==> src/logic/hpspr_pkg.sv <==
// Purpose: Shared constants, layouts and types of the hot-plug slot power and reset block.
// Assumes: One 200 MHz core clock; eight downstream ports.
// Notes: All offsets, field positions, reset values and timing counts live here.
`default_nettype none

package hpspr_pkg;

  // ----------------------------------------------------------------
  // Sizes
  // ----------------------------------------------------------------
  localparam int NUM_PORTS = 8; // Downstream ports served.
  localparam int ADDR_W = 8; // Register address width.
  localparam int DATA_W = 32; // Register data width.

  // ----------------------------------------------------------------
  // Register map
  // ----------------------------------------------------------------
  localparam logic [ADDR_W-1:0] OFF_CONFIG = 8'h00; // Configuration register.
  localparam logic [ADDR_W-1:0] OFF_STATUS = 8'h04; // Per-port status register.
  localparam logic [DATA_W-1:0] CONFIG_RESET = 32'h14140800; // Both delays 20, auto-off set.
  localparam logic [DATA_W-1:0] READ_ZERO = 32'h00000000; // Answer to unmapped reads.

  // ----------------------------------------------------------------
  // Configuration field positions
  // ----------------------------------------------------------------
  localparam int BIT_INV_ATTN = 4; // Invert attention indicator output.
  localparam int BIT_INV_PWR_IND = 5; // Invert power indicator output.
  localparam int BIT_INV_PWR_EN = 6; // Invert slot power enable output.
  localparam int BIT_INV_ILOCK_DRV = 7; // Invert interlock drive output.
  localparam int BIT_INV_PGOOD = 8; // Invert power good input.
  localparam int PRES_LO = 9; // Presence report select, two bits.
  localparam int BIT_AUTO_OFF = 11; // Latch automatic power off.
  localparam int BIT_INV_ILOCK_ST = 12; // Invert interlock status input.
  localparam int BIT_TOGGLE = 13; // Interlock toggle mode.
  localparam int RSTM_LO = 14; // Reset source select, two bits.
  localparam int P2R_LO = 16; // Power to reset delay, eight bits.
  localparam int R2P_LO = 24; // Reset to power-off delay, eight bits.

  // ----------------------------------------------------------------
  // Status layout: four bits per port
  // ----------------------------------------------------------------
  localparam int STAT_W = 4; // Bits per port in the status register.
  localparam int STAT_PRES = 0; // Reported presence.
  localparam int STAT_RST = 1; // Port reset asserted.
  localparam int STAT_PEN = 2; // Slot power enabled.
  localparam int STAT_ILOCK = 3; // Interlock drive level before inversion.

  // ----------------------------------------------------------------
  // Modes
  // ----------------------------------------------------------------
  typedef enum logic [1:0] {
    PRES_BOTH = 2'h0,
    PRES_SIGNAL = 2'h1,
    PRES_ALWAYS = 2'h2,
    PRES_NEVER = 2'h3
  } hpspr_pres_e_t;

  localparam logic [1:0] RSTM_PWR_GOOD = 2'h1; // Reset follows power good.

  typedef enum logic [1:0] {
    SEQ_OFF = 2'b00,
    SEQ_RAMP = 2'b01,
    SEQ_ON = 2'b10,
    SEQ_DRAIN = 2'b11
  } hpspr_seq_e_t;

  // ----------------------------------------------------------------
  // Timing
  // ----------------------------------------------------------------
  localparam int CLK_PERIOD_NS = 5; // Core clock period.
  localparam int TICK_PERIOD_NS = 10000000; // Timebase period, 10 ms.
  localparam int TICK_CYCLES_DEF = TICK_PERIOD_NS / CLK_PERIOD_NS; // Cycles per tick.
  localparam int TICK_MS = 10; // Timebase period in ms.
  localparam int ILOCK_MIN_MS = 100; // Shortest interlock pulse.
  localparam int ILOCK_MAX_MS = 150; // Longest interlock pulse.
  localparam logic [3:0] ILOCK_TICKS = 4'(ILOCK_MIN_MS / TICK_MS + 1); // Ticks per pulse.

  // Presence as reported to the hot-plug controller for one port.
  function automatic logic hpspr_presence(input logic [1:0] sel, input logic rx_det,
                                          input logic pin);
    logic res;
    res = 1'b0;
    unique case (sel)
      PRES_BOTH: res = rx_det | pin;
      PRES_SIGNAL: res = pin;
      PRES_ALWAYS: res = 1'b1;
      PRES_NEVER: res = 1'b0;
    endcase
    return res;
  endfunction

endpackage

`default_nettype wire

==> src/logic/hpspr_port_if.sv <==
// Purpose: Carries shared settings to one port sequencer and its results back.
// Assumes: Same clock on both sides.
// Notes: One instance per port.
`timescale 1ns/100ps
`default_nettype none

interface hpspr_port_if;
  logic tick; // One-cycle 10 ms timebase pulse.
  logic [7:0] p2r_delay; // Power to reset delay in ticks.
  logic [7:0] r2p_delay; // Reset to power-off delay in ticks.
  logic [1:0] rst_sel; // Reset source select.
  logic toggle_mode; // Interlock toggle mode.
  logic power_req; // Slot power wanted.
  logic power_good; // Polarity-corrected synchronised power good.
  logic ilock_cmd; // One-cycle interlock command.
  logic power_en; // Slot power enable, before inversion.
  logic port_reset; // Port reset asserted.
  logic ilock_level; // Interlock drive level, before inversion.

  // Main side drives settings and reads results.
  modport ctl (output tick, p2r_delay, r2p_delay, rst_sel, toggle_mode, power_req,
               power_good, ilock_cmd, input power_en, port_reset, ilock_level);
  // Sequencer side.
  modport seq (input tick, p2r_delay, r2p_delay, rst_sel, toggle_mode, power_req,
               power_good, ilock_cmd, output power_en, port_reset, ilock_level);
endinterface

`default_nettype wire

==> src/logic/hpspr_port_seq.sv <==
// Purpose: Power, reset and interlock sequencing of one downstream port.
// Assumes: Tick is a one-cycle pulse every 10 ms.
// Notes: Delays count whole ticks, so each wait lasts at least its programmed time.
`timescale 1ns/100ps
`default_nettype none

module hpspr_port_seq
  import hpspr_pkg::*;
(
  // Clock and reset.
  input wire logic clk_i,
  input wire logic srst_i,
  // Shared settings and results.
  hpspr_port_if.seq pif
);

  // ----------------------------------------------------------------
  // State
  // ----------------------------------------------------------------
  typedef struct packed {
    hpspr_seq_e_t seq; // Power sequence phase.
    logic [7:0] cnt; // Delay tick count.
    logic ilock; // Interlock level.
    logic [3:0] ilock_cnt; // Interlock pulse tick count.
  } hpspr_port_state_t;

  hpspr_port_state_t st; // Registered state.
  hpspr_port_state_t next_st; // Next state.
  logic stable; // Power counts as stable.

  // Results are decoded from the registered state alone.
  assign pif.power_en = (st.seq != SEQ_OFF);
  assign pif.port_reset = (st.seq != SEQ_ON);
  assign pif.ilock_level = st.ilock;

  // Power is stable by power enable or by power good.
  always_comb
  begin
    stable = (pif.rst_sel == RSTM_PWR_GOOD) ? pif.power_good : pif.power_en;
  end

  // ----------------------------------------------------------------
  // Next state
  // ----------------------------------------------------------------
  always_comb
  begin
    next_st = st;
    unique case (st.seq)
      SEQ_OFF:
      begin
        // Power comes up with reset held.
        if (pif.power_req)
        begin
          next_st.seq = SEQ_RAMP;
          next_st.cnt = 8'h00;
        end
      end
      SEQ_RAMP:
      begin
        if (!pif.power_req)
        begin
          // Reset is still held in this phase, so power may drop at once.
          next_st.seq = SEQ_OFF;
        end
        else if (!stable)
        begin
          next_st.cnt = 8'h00;
        end
        else if (pif.p2r_delay == 8'h00)
        begin
          next_st.seq = SEQ_ON;
        end
        else if (pif.tick)
        begin
          // Release after delay plus one ticks: never short of the delay.
          if (st.cnt == pif.p2r_delay)
          begin
            next_st.seq = SEQ_ON;
          end
          else
          begin
            next_st.cnt = st.cnt + 8'h01;
          end
        end
      end
      SEQ_ON:
      begin
        if (!pif.power_req)
        begin
          next_st.seq = SEQ_DRAIN;
          next_st.cnt = 8'h00;
        end
        else if (!stable)
        begin
          // Lost power good puts the port back in reset.
          next_st.seq = SEQ_RAMP;
          next_st.cnt = 8'h00;
        end
      end
      SEQ_DRAIN:
      begin
        if (pif.power_req)
        begin
          next_st.seq = SEQ_RAMP;
          next_st.cnt = 8'h00;
        end
        else if (pif.r2p_delay == 8'h00)
        begin
          next_st.seq = SEQ_OFF;
        end
        else if (pif.tick)
        begin
          if (st.cnt == pif.r2p_delay)
          begin
            next_st.seq = SEQ_OFF;
          end
          else
          begin
            next_st.cnt = st.cnt + 8'h01;
          end
        end
      end
    endcase
    // Interlock: a command toggles or starts a timed pulse.
    if (pif.ilock_cmd)
    begin
      next_st.ilock = pif.toggle_mode ? ~st.ilock : 1'b1;
      next_st.ilock_cnt = 4'h0;
    end
    else if (!pif.toggle_mode && st.ilock && pif.tick)
    begin
      // The pulse ends on its eleventh tick, between 100 and 110 ms.
      if (st.ilock_cnt == ILOCK_TICKS - 4'h1)
      begin
        next_st.ilock = 1'b0;
      end
      else
      begin
        next_st.ilock_cnt = st.ilock_cnt + 4'h1;
      end
    end
  end

  // Registers the state.
  always_ff @(posedge clk_i)
  begin
    if (srst_i)
    begin
      st <= '{seq: SEQ_OFF, cnt: 8'h00, ilock: 1'b0, ilock_cnt: 4'h0};
    end
    else
    begin
      st <= next_st;
    end
  end

  // ----------------------------------------------------------------
  // Checks
  // ----------------------------------------------------------------
  a_zero_delay_release: assert property (@(posedge clk_i) disable iff (srst_i)
    (st.seq == SEQ_RAMP && pif.power_req && stable && pif.p2r_delay == 8'h00)
      |=> !pif.port_reset)
    else $error("reset not released with zero delay");

  a_power_after_reset: assert property (@(posedge clk_i) disable iff (srst_i)
    $fell(pif.power_en) |-> $past(pif.port_reset))
    else $error("power dropped while reset released");

  a_ilock_toggle_flip: assert property (@(posedge clk_i) disable iff (srst_i)
    (pif.ilock_cmd && pif.toggle_mode) |=> (st.ilock != $past(st.ilock)))
    else $error("interlock did not toggle");

  a_ilock_pulse_start: assert property (@(posedge clk_i) disable iff (srst_i)
    (pif.ilock_cmd && !pif.toggle_mode) |=> st.ilock && st.ilock_cnt == 4'h0)
    else $error("interlock pulse did not start");

  a_ilock_pulse_end: assert property (@(posedge clk_i) disable iff (srst_i)
    (st.ilock && !pif.toggle_mode && !pif.ilock_cmd && pif.tick
      && st.ilock_cnt == ILOCK_TICKS - 4'h1) |=> !st.ilock)
    else $error("interlock pulse did not end after its ticks");

endmodule

`default_nettype wire

==> src/logic/hpspr_top.sv <==
// Purpose: Hot-plug slot signal conditioning with power and reset sequencing.
// Assumes: Slot pins are asynchronous; controller signals share clk_i.
// Notes: Config at offset 0x00, per-port status at 0x04, read data one cycle later.
//
// What this block does
// - Bit 4 inverts attention indicator outputs.
// - Bit 5 inverts power indicator outputs.
// - Bit 6 inverts slot power enable outputs.
// - Bit 7 inverts interlock drive outputs.
// - Bit 8 inverts sampled power good inputs.
// - Bit 12 inverts sampled interlock status inputs.
// - Presence modes: detect OR pin, pin only.
// - Presence modes: always present, never present.
// - Open latch powers slot off when enabled.
// - Pulse mode: interlock pulse 100 to 150 ms.
// - Toggle mode: interlock command inverts output.
// - Reset follows power enable or power good.
// - Wait count times 10 ms before reset release.
// - Wait count times 10 ms before power off.
`timescale 1ns/100ps
`default_nettype none

module hpspr_top
  import hpspr_pkg::*;
#(
  parameter int TICK_CYCLES = TICK_CYCLES_DEF // Core cycles per 10 ms tick.
)
(
  // Clock and reset.
  input wire logic clk_i,
  input wire logic srst_i,

  // Register port.
  input wire logic [ADDR_W-1:0] addr_i,
  input wire logic [DATA_W-1:0] wdata_i,
  input wire logic we_i,
  input wire logic re_i,
  output logic [DATA_W-1:0] rdata_o,

  // Hot-plug controller side, same clock.
  input wire logic [NUM_PORTS-1:0] attn_ind_req_i,
  input wire logic [NUM_PORTS-1:0] pwr_ind_req_i,
  input wire logic [NUM_PORTS-1:0] power_controller_ctl_i,
  input wire logic [NUM_PORTS-1:0] interlock_control_cmd_i,
  input wire logic [NUM_PORTS-1:0] latch_present_cap_i,
  input wire logic [NUM_PORTS-1:0] rx_detect_i,
  output logic [NUM_PORTS-1:0] presence_o,
  output logic [NUM_PORTS-1:0] power_good_o,
  output logic [NUM_PORTS-1:0] interlock_status_o,

  // Slot pins in.
  input wire logic [NUM_PORTS-1:0] power_good_in_i,
  input wire logic [NUM_PORTS-1:0] interlock_status_in_i,
  input wire logic [NUM_PORTS-1:0] presence_detect_in_i,
  input wire logic [NUM_PORTS-1:0] latch_open_in_i,

  // Slot pins out.
  output logic [NUM_PORTS-1:0] attn_indicator_out_o,
  output logic [NUM_PORTS-1:0] power_indicator_out_o,
  output logic [NUM_PORTS-1:0] slot_power_enable_out_o,
  output logic [NUM_PORTS-1:0] interlock_drive_out_o,
  output logic [NUM_PORTS-1:0] port_reset_o
);

  // ----------------------------------------------------------------
  // State
  // ----------------------------------------------------------------
  typedef struct packed {
    logic [DATA_W-1:0] cfg; // Configuration register.
    logic [DATA_W-1:0] rdata; // Read data, valid one cycle.

    // Pin synchronisers.
    logic [NUM_PORTS-1:0] pg_s1; // Power good, first stage.
    logic [NUM_PORTS-1:0] pg_s2; // Power good, second stage.
    logic [NUM_PORTS-1:0] ist_s1; // Interlock status, first stage.
    logic [NUM_PORTS-1:0] ist_s2; // Interlock status, second stage.
    logic [NUM_PORTS-1:0] pd_s1; // Presence pin, first stage.
    logic [NUM_PORTS-1:0] pd_s2; // Presence pin, second stage.
    logic [NUM_PORTS-1:0] lo_s1; // Latch open, first stage.
    logic [NUM_PORTS-1:0] lo_s2; // Latch open, second stage.

    // Registered outputs.
    logic [NUM_PORTS-1:0] attn; // Attention indicator pins.
    logic [NUM_PORTS-1:0] pind; // Power indicator pins.
    logic [NUM_PORTS-1:0] pen; // Power enable pins.
    logic [NUM_PORTS-1:0] ilock; // Interlock drive pins.
    logic [NUM_PORTS-1:0] prst; // Port reset outputs.
    logic [NUM_PORTS-1:0] pres; // Reported presence.
    logic [NUM_PORTS-1:0] pgood; // Corrected power good.
    logic [NUM_PORTS-1:0] ilst; // Corrected interlock status.

    // Timebase.
    logic [31:0] tb_cnt; // Timebase cycle count.
    logic tick; // Timebase pulse.
  } hpspr_top_state_t;

  hpspr_top_state_t st; // Registered state.
  hpspr_top_state_t next_st; // Next state.

  logic [NUM_PORTS-1:0] seq_pen; // Sequencer power enable.
  logic [NUM_PORTS-1:0] seq_rst; // Sequencer reset.
  logic [NUM_PORTS-1:0] seq_ilock; // Sequencer interlock level.

  logic [NUM_PORTS-1:0] power_req; // Power wanted per port.
  logic [NUM_PORTS-1:0] pgood_fix; // Polarity-corrected power good.
  logic [DATA_W-1:0] status_word; // Status register value.

  // Outputs come straight from flip-flops.
  assign rdata_o = st.rdata;
  assign presence_o = st.pres;
  assign power_good_o = st.pgood;
  assign interlock_status_o = st.ilst;

  assign attn_indicator_out_o = st.attn;
  assign power_indicator_out_o = st.pind;
  assign slot_power_enable_out_o = st.pen;
  assign interlock_drive_out_o = st.ilock;
  assign port_reset_o = st.prst;

  // ----------------------------------------------------------------
  // Per-port sequencers
  // ----------------------------------------------------------------
  for (genvar p = 0; p < NUM_PORTS; p++)
  begin : g_port
    hpspr_port_if u_pif ();

    // Settings shared by every port.
    assign u_pif.tick = st.tick;
    assign u_pif.p2r_delay = st.cfg[P2R_LO +: 8];
    assign u_pif.r2p_delay = st.cfg[R2P_LO +: 8];
    assign u_pif.rst_sel = st.cfg[RSTM_LO +: 2];
    assign u_pif.toggle_mode = st.cfg[BIT_TOGGLE];

    // This port's own inputs.
    assign u_pif.power_req = power_req[p];
    assign u_pif.power_good = pgood_fix[p];
    assign u_pif.ilock_cmd = interlock_control_cmd_i[p];

    // This port's results.
    assign seq_pen[p] = u_pif.power_en;
    assign seq_rst[p] = u_pif.port_reset;
    assign seq_ilock[p] = u_pif.ilock_level;

    // One sequencer per port.
    hpspr_port_seq u_seq (
      .clk_i(clk_i),
      .srst_i(srst_i),
      .pif(u_pif.seq)
    );
  end

  // Power request with the open-latch override.
  always_comb
  begin
    power_req = power_controller_ctl_i
              & ~({NUM_PORTS{st.cfg[BIT_AUTO_OFF]}} & latch_present_cap_i & st.lo_s2);
    // Undo the power good pin polarity.
    pgood_fix = st.pg_s2 ^ {NUM_PORTS{st.cfg[BIT_INV_PGOOD]}};
  end

  // Status word gathers each port's state.
  always_comb
  begin
    status_word = READ_ZERO;
    for (int p = 0; p < NUM_PORTS; p++)
    begin
      // One nibble per port.
      status_word[p*STAT_W + STAT_PRES] = st.pres[p];
      status_word[p*STAT_W + STAT_RST] = seq_rst[p];
      status_word[p*STAT_W + STAT_PEN] = seq_pen[p];
      status_word[p*STAT_W + STAT_ILOCK] = seq_ilock[p];
    end
  end

  // ----------------------------------------------------------------
  // Next state
  // ----------------------------------------------------------------
  always_comb
  begin
    next_st = st;

    // Two-stage synchronisers for the slot pins.
    next_st.pg_s1 = power_good_in_i;
    next_st.pg_s2 = st.pg_s1;
    next_st.ist_s1 = interlock_status_in_i;
    next_st.ist_s2 = st.ist_s1;
    next_st.pd_s1 = presence_detect_in_i;
    next_st.pd_s2 = st.pd_s1;
    next_st.lo_s1 = latch_open_in_i;
    next_st.lo_s2 = st.lo_s1;

    // Timebase: one pulse per TICK_CYCLES cycles.
    if (st.tb_cnt == 32'(TICK_CYCLES - 1))
    begin
      // Wrap and pulse once.
      next_st.tb_cnt = 32'h00000000;
      next_st.tick = 1'b1;
    end
    else
    begin
      // Count on.
      next_st.tb_cnt = st.tb_cnt + 32'h00000001;
      next_st.tick = 1'b0;
    end

    // Register writes replace the whole word.
    if (we_i && addr_i == OFF_CONFIG)
    begin
      next_st.cfg = wdata_i;
    end

    // Read data stand only in the cycle after the strobe.
    next_st.rdata = READ_ZERO;
    if (re_i)
    begin
      if (addr_i == OFF_CONFIG)
      begin
        // Configuration word.
        next_st.rdata = st.cfg;
      end
      else if (addr_i == OFF_STATUS)
      begin
        // Per-port status word.
        next_st.rdata = status_word;
      end
    end

    // Output polarity and conditioned inputs.
    next_st.attn = attn_ind_req_i ^ {NUM_PORTS{st.cfg[BIT_INV_ATTN]}};
    next_st.pind = pwr_ind_req_i ^ {NUM_PORTS{st.cfg[BIT_INV_PWR_IND]}};
    next_st.pen = seq_pen ^ {NUM_PORTS{st.cfg[BIT_INV_PWR_EN]}};
    next_st.ilock = seq_ilock ^ {NUM_PORTS{st.cfg[BIT_INV_ILOCK_DRV]}};
    next_st.prst = seq_rst;
    next_st.pgood = pgood_fix;
    next_st.ilst = st.ist_s2 ^ {NUM_PORTS{st.cfg[BIT_INV_ILOCK_ST]}};

    // Presence per port by the selected mode.
    for (int p = 0; p < NUM_PORTS; p++)
    begin
      next_st.pres[p] = hpspr_presence(st.cfg[PRES_LO +: 2], rx_detect_i[p],
                                       st.pd_s2[p]);
    end
  end

  // Registers the state.
  always_ff @(posedge clk_i)
  begin
    if (srst_i)
    begin
      // Ports start in reset with power off.
      st <= '0;
      st.cfg <= CONFIG_RESET;
      st.prst <= {NUM_PORTS{1'b1}};
    end
    else
    begin
      // Take the next state.
      st <= next_st;
    end
  end

  // ----------------------------------------------------------------
  // Checks
  // ----------------------------------------------------------------
  a_attn_polarity: assert property (@(posedge clk_i) disable iff (srst_i)
    ##1 attn_indicator_out_o ==
      $past(attn_ind_req_i ^ {NUM_PORTS{st.cfg[BIT_INV_ATTN]}}))
    else $error("attention indicator polarity wrong");

  a_pwr_ind_polarity: assert property (@(posedge clk_i) disable iff (srst_i)
    ##1 power_indicator_out_o ==
      $past(pwr_ind_req_i ^ {NUM_PORTS{st.cfg[BIT_INV_PWR_IND]}}))
    else $error("power indicator polarity wrong");

  a_pwr_en_polarity: assert property (@(posedge clk_i) disable iff (srst_i)
    ##1 slot_power_enable_out_o ==
      $past(seq_pen ^ {NUM_PORTS{st.cfg[BIT_INV_PWR_EN]}}))
    else $error("power enable polarity wrong");

  a_ilock_polarity: assert property (@(posedge clk_i) disable iff (srst_i)
    ##1 interlock_drive_out_o ==
      $past(seq_ilock ^ {NUM_PORTS{st.cfg[BIT_INV_ILOCK_DRV]}}))
    else $error("interlock drive polarity wrong");

  a_pres_forced: assert property (@(posedge clk_i) disable iff (srst_i)
    (st.cfg[PRES_LO +: 2] == PRES_ALWAYS)
      |=> (presence_o == {NUM_PORTS{1'b1}}))
    else $error("forced presence not reported");

  a_latch_power_off: assert property (@(posedge clk_i) disable iff (srst_i)
    (st.cfg[BIT_AUTO_OFF] && latch_present_cap_i[0] && st.lo_s2[0])
      |=> seq_rst[0])
    else $error("open latch did not put the port in reset");

  a_config_readback: assert property (@(posedge clk_i) disable iff (srst_i)
    (re_i && addr_i == OFF_CONFIG)
      |=> (rdata_o == $past(st.cfg)))
    else $error("configuration readback wrong");

endmodule

`default_nettype wire

==> config.mk <==
export PLATFORM = sky130hd
export DESIGN_NAME = hpspr_top
export DESIGN_NICKNAME = d
export VERILOG_FILES = /design/src/logic/hpspr_pkg.sv /design/src/logic/hpspr_port_if.sv /design/src/logic/hpspr_port_seq.sv /design/src/logic/hpspr_top.sv
export SDC_FILE = /design/constraint.sdc
export NUM_CORES = 1
export LEC_CHECK = 0
export ABC_AREA = 1
export BUFFER_PORTS_ARGS = -buffer_cell sky130_fd_sc_hd__buf_2
export CORE_ASPECT_RATIO = 1.2
export CORE_MARGIN = 10
export CORE_UTILIZATION = 50
export CTS_BUF_LIST = sky130_fd_sc_hd__clkbuf_16
export CTS_CLUSTER_DIAMETER = 120
export CTS_CLUSTER_SIZE = 25
export DETAILED_ROUTE_END_ITERATION = 12
export HOLD_SLACK_MARGIN = 0.06
export PLACE_DENSITY_LB_ADDON = 0.2
export SKIP_CTS_REPAIR_TIMING = 1
export SLEW_MARGIN = 10
export SYNTH_ARGS = -nofsm -noshare
export SYNTH_HDL_FRONTEND = slang
export SYNTH_SLANG_ARGS = --single-unit
==> constraint.sdc <==
create_clock -name clk_i -period 1.95 [get_ports clk_i]
set_clock_uncertainty 0.05 [all_clocks]
set_input_delay 0.2925 -clock clk_i [delete_from_list [all_inputs] [get_ports clk_i]]
set_output_delay 0.2925 -clock clk_i [all_outputs]
set_load 0.03 [all_outputs]
# ---- Word-level counts from Yosys, hierarchy flattened
# Index checks and enable logic that the tools add are counted.
dict set report totals {
  regBits 345
  output_inout_bits 96
  wordCells 585
}
dict set report op_classes {
  add_sub_neg 17
  eq_ne 174
  muxes 211
  bitwise_logic 35
  n_reduce_logical 96
}
# operator count
set op_table {}
lappend op_table {{$mux 10} 48}
lappend op_table {{$mux 8} 48}
lappend op_table {{$pmux 10 s4} 8}
lappend op_table {{$ne 3x3->1 const B} 56}
lappend op_table {{$eq 8x8->1} 16}
lappend op_table {{$mux 2} 48}
lappend op_table {{$mux 5} 16}
lappend op_table {{$reduce_and 9->1} 8}
lappend op_table {{$add 8x1->8 const B} 8}
lappend op_table {{$mux 32} 2}
lappend op_table {{$ne 4x3->1 const B} 16}
lappend op_table {{$ne 4x4->1 const B} 14}
lappend op_table {{$reduce_and 7->1} 8}
lappend op_table {{$ne 2x2->1 const B} 24}
lappend op_table {{$reduce_bool 2->1} 24}
lappend op_table {{$xor 8x8->8} 6}
lappend op_table {{$eq 2x2->1 const B} 18}
lappend op_table {{$add 32x1->32 const B} 1}
lappend op_table {{$add 4x1->4 const B} 8}
lappend op_table {{$eq 32x21->1 const B} 1}
lappend op_table {{$eq 4x4->1 const B} 8}
lappend op_table {{$mux 4} 8}
lappend op_table {{$pmux 1 s4} 8}
lappend op_table {{$reduce_and 2->1} 16}
lappend op_table {{other kinds (14)} 115}

# ---- Logic depth before layout (Yosys ltp)
dict set report depth {
  word_depth 7
  mapped_depth 14
  mapped_depth_nobuf 13
}

# ---- By module
# Synthesis repeated with hierarchy kept, for this count alone.
dict set report unflattened {
  hier_cells 2920
  area_unflattened_um2 19857.8
}
# mod n_inst cells_each area_each_um2 seq_area_each_um2
set modules_own_cells {}
lappend modules_own_cells {{hpspr_port_seq (g_port[0].u_seq ...)} 7 218 1340.0 300.3}
lappend modules_own_cells {hpspr_top 1 1174 9162.5 4504.3}
lappend modules_own_cells {{hpspr_port_seq (g_port[2].u_seq)} 1 220 1315.0 300.3}

# ---- Worst setup path before layout
# Ideal clock, no wire load.
dict set report synth_timing {
  kind {register to register}
  from {reg st[1] (netlist name)}
  to {reg st[27] (netlist name)}
  arrival_ps 1457
  required_ps 1780
  setup_slack_ps 324
  stages_incl_launch_ff 13
  synth_period_minus_slack_ps 1626
  path_cell_list {dfxtp_1 ha_1 nand2_1 nor2_2 nand2_2 nor2_4 nand3_2 nor2_4 nand2_2 nor2_2 nand2_1 nand2_1 a21oi_1}
}
dict set report synth_via {
  elab_chain_len 2
  elab_cells_between_ends 3
}
# item line
set synth_rtl {}
lappend synth_rtl {{start, declared} hpspr_top.sv:97} ;# hpspr_top_state_t st;
lappend synth_rtl {{start signal, assigned} hpspr_top.sv:258} ;# st <= next_st;
lappend synth_rtl {{parallel branches: the longest is 2 deep, another holds $add 32x1->32} -}
# Parallel ways; which one is timed is not known.
# A chain may end at the register's enable or synchronous reset.

# ---- Final worst setup path
# Ends and elaborated chain as after synthesis.

==> results.sh <==
export IMPL_first_iter_violations=1082
export IMPL_setup_worst_path_start_class="flop"
export IMPL_yosysUniqueCellTypes=61
export IMPL_netlist_top_cells_area="dfxtp_1 (37%), nand2_1 (11%), nor2_1 (8.7%)"
export IMPL_htree_levels=1
export IMPL_gr_usage_all_layers_pct=24.5
export IMPL_p_per_area_nw_per_um2=845
export IMPL_drc=0
export IMPL_drv_cap=0
export IMPL_ios=220
export IMPL_final_nets=3068
export IMPL_worst_slew_pin_slew_ps=747
export IMPL_drive_gt1_share_pct=18.8
export IMPL_critPathMaxStageDelay_ps=340
export IMPL_area_growth_pct=15.9
export IMPL_path_max_fanout=4
export IMPL_critPathCaptureType="flop"
export IMPL_cts_tree="built"
export IMPL_ys_ff_latch=345
export IMPL_yosysSeqAreaShare_pct=36.9
export IMPL_synth_top_area_cell="dfxtp_1"
export IMPL_synth_nets=2823
export IMPL_fmax_mhz=547
export IMPL_first_pass_iters=5
export IMPL_grt_max_degree=87
export IMPL_reg2regPathDepth=12
export IMPL_arrival_ps=2200
export IMPL_stdcell_count=3394
export IMPL_crit_slowest_cell="dfxtp_2"
export IMPL_wl_per_cell_um=17.4
export IMPL_coreArea_sq_um=36900
export IMPL_placedCellCount=3285
export IMPL_clock_sinks=345
export IMPL_setup_viol=0
export IMPL_hold_class="input port to flop"
export IMPL_grt_pass1_vias=16648
export IMPL_final_antenna_net_count=0
export IMPL_finalCritPeriodShare_pct=93.7
export IMPL_crit_required_ps=2320
export IMPL_synth_edf_count=0
export IMPL_antenna_found_initial=0
export IMPL_path_cells="ha_2, nand2_2, nor2_4, nand2_2, nor2_4, nand3_4, nor2_4, nand2_4, nor2_4, nand2_1, nand2_1, a21oi_1"
export IMPL_slew_headroom_pct=50.1
export IMPL_globalRouteOverflowTotal=0
export IMPL_gp_congestion=0.943
export IMPL_worstSkewPairLatency_ps=540
export IMPL_synth_area_per_cell_sq_um=7.01
export IMPL_die_width_um=197
export IMPL_start_util_pct=50.8
export IMPL_period_needed_ps=1830
export IMPL_vias=17797
export IMPL_numCtsBuffers=17
export IMPL_wl_um=59100
export IMPL_final_max_slew_viol_count=0
export IMPL_dieArea_sq_um=45600
export IMPL_ir_drop_v=0.000652
export IMPL_min_from="wdata_i[14]"
export IMPL_diodes=0
export IMPL_cpMostUsedCell="nor2_4"
export IMPL_rows=77
export IMPL_power_leakage_nw=9.43
export IMPL_clockBufferDepth=3
export IMPL_synth_cells=2674
export IMPL_hold_viol=0
export IMPL_grt_pass1_wl_um=90400
export IMPL_synth_warning_count=0
export IMPL_reg2reg_slack_ps=120
export IMPL_die_h_um=232
export IMPL_r2r_end="st[27]"
export IMPL_hpwlAfterDp_um=44300
export IMPL_rr_startpoint="st[1]"
export IMPL_synth_top_area_share_pct=36.9
export IMPL_synth_area_sq_um=18700
export IMPL_status="finished, final reports clean"
export IMPL_synthArstFlopShare_pct=0
export IMPL_root_buffer="clkbuf_16"
export IMPL_min_to="g_port[0].u_pif.rst_sel[0]"
export IMPL_worstHoldPathCells=3
export IMPL_netlist_top_cells_count="nand2_1 (553), nor2_1 (433), dfxtp_1 (345)"
export IMPL_vias_per_cell=5.24
export IMPL_tns_ps=0
export IMPL_path_class="flop to flop"
export IMPL_yosysMostFrequentCell="nand2_1"
export IMPL_synth_flop_cell="dfxtp_1"
export IMPL_clk_pin_slew_ps=100
export IMPL_place_port_buffers=219
-- metrics by stage --
step	cell area [sq um]	setup slack, ps	hold slack (ps)	util, %	power [W]
6_report	21700	123	34.7	58.8	0.0184
5_1_grt	21700	-15.8	70.8	58.8	0.0195
4_1_cts	20700	-105	-102	56.0	0.0181
3_5_place_dp	20200	-36.7	344	54.8	0.0142
3_3_place_gp	20200	11.1	340	54.8	0.0141
2_1_floorplan	18700	324	319	-	0.0126
-- final cells by class --
class                           instances  area (sq um)
Sequential cell                       345          6910
Clock buffer                           17           425
Timing Repair Buffer                  421          3090
Fill cell                            3449         15200
Clock inverter                          3          12.5
Multi-Input combinational cell       1823          9490
Inverter                              311          1190
Tap cell                              474           593
-- layout by cell type, fill, tap and decap left out, types with 5 or more instances in the layout --
cell,n
inv_1,266
or2_2,11
buf_12,21
nand2_4,7
a21oi_1,133
dfxtp_1,340
ha_1,24
inv_2,37
o21ai_2,11
a311oi_1,5
dlygate4sd3_1,80
nor2_1,430
a21oi_2,9
buf_4,100
nand2_1,550
xnor2_1,118
nand3_2,21
xor2_1,13
o211ai_1,5
o21ai_1,10
buf_2,218
nor3_1,23
dfxtp_2,5
nand3_1,162
nand3b_1,6
o22ai_1,16
nor3b_1,6
nand4_1,59
nor2_4,16
nor2_2,11
clkbuf_16,17
o21ai_0,97
nand2_2,24
inv_4,6
a31oi_1,5
-- layer usage --
| layer | vias up | track usage (%) | wire (um) |
|---|---|---|---|
| li1 | 8822 | - | - |
| met1 | 8266 | 28.9 | 23700 |
| met2 | 583 | 42.9 | 29100 |
| met3 | 126 | 5.20 | 4050 |
| met4 | 0 | 8.56 | 2220 |
| met5 | - | 0 | 0 |
-- cell families after synthesis --
group                      Yosys count  synth area share (%)
and+or+nand+nor                   1346                  31.7
adders and majority gates           25                  1.67
AOI/OAI and AO/OA                  315                  9.76
DFF                                345                  36.9
buffers and inverters              506                  13.2
xor gates and xnor gates           137                  6.72
-- critical path: cells and delay by family, from the launching register on --
| family | cells | cell delay, ps |
|---|---|---|
| AOI/OAI and AO/OA | 1 | 50 |
| DFF | 1 | 340 |
| and+or+nand+nor | 10 | 1100 |
| adders and majority gates | 1 | 180 |
-- flip-flops by register name, indices dropped and copies added (netlist names), 32 cells and up --
register and flops:
g_port.u_seq.st 112, rdata_o 32, next_st 32, st 77
-- power breakdown --
part	internal (W)	switching, W
logic	0.00234	0.00376
clock network	0.00159	0.00231
registers	0.00764	0.000724
total	0.0116	0.00679
-- worst max-delay path by stage --
| stage | start | end | slack [ps] |
|---|---|---|---|
| floorplan | st[1] | st[27] | 320 |
| global placement | g_port[0].u_pif.r2p_delay[5] | g_port[6].u_seq.st[9] | 10 |
| detailed placement | g_port[0].u_pif.r2p_delay[5] | g_port[6].u_seq.st[9] | -40 |
| CTS | g_port[0].u_pif.r2p_delay[5] | g_port[6].u_seq.st[11] | -110 |
| global route | g_port[7].u_seq.st[5] | g_port[7].u_seq.st[11] | -20 |
| finish | st[1] | st[27] | 120 |
Note: power is estimated with default switching activity, not from simulation.
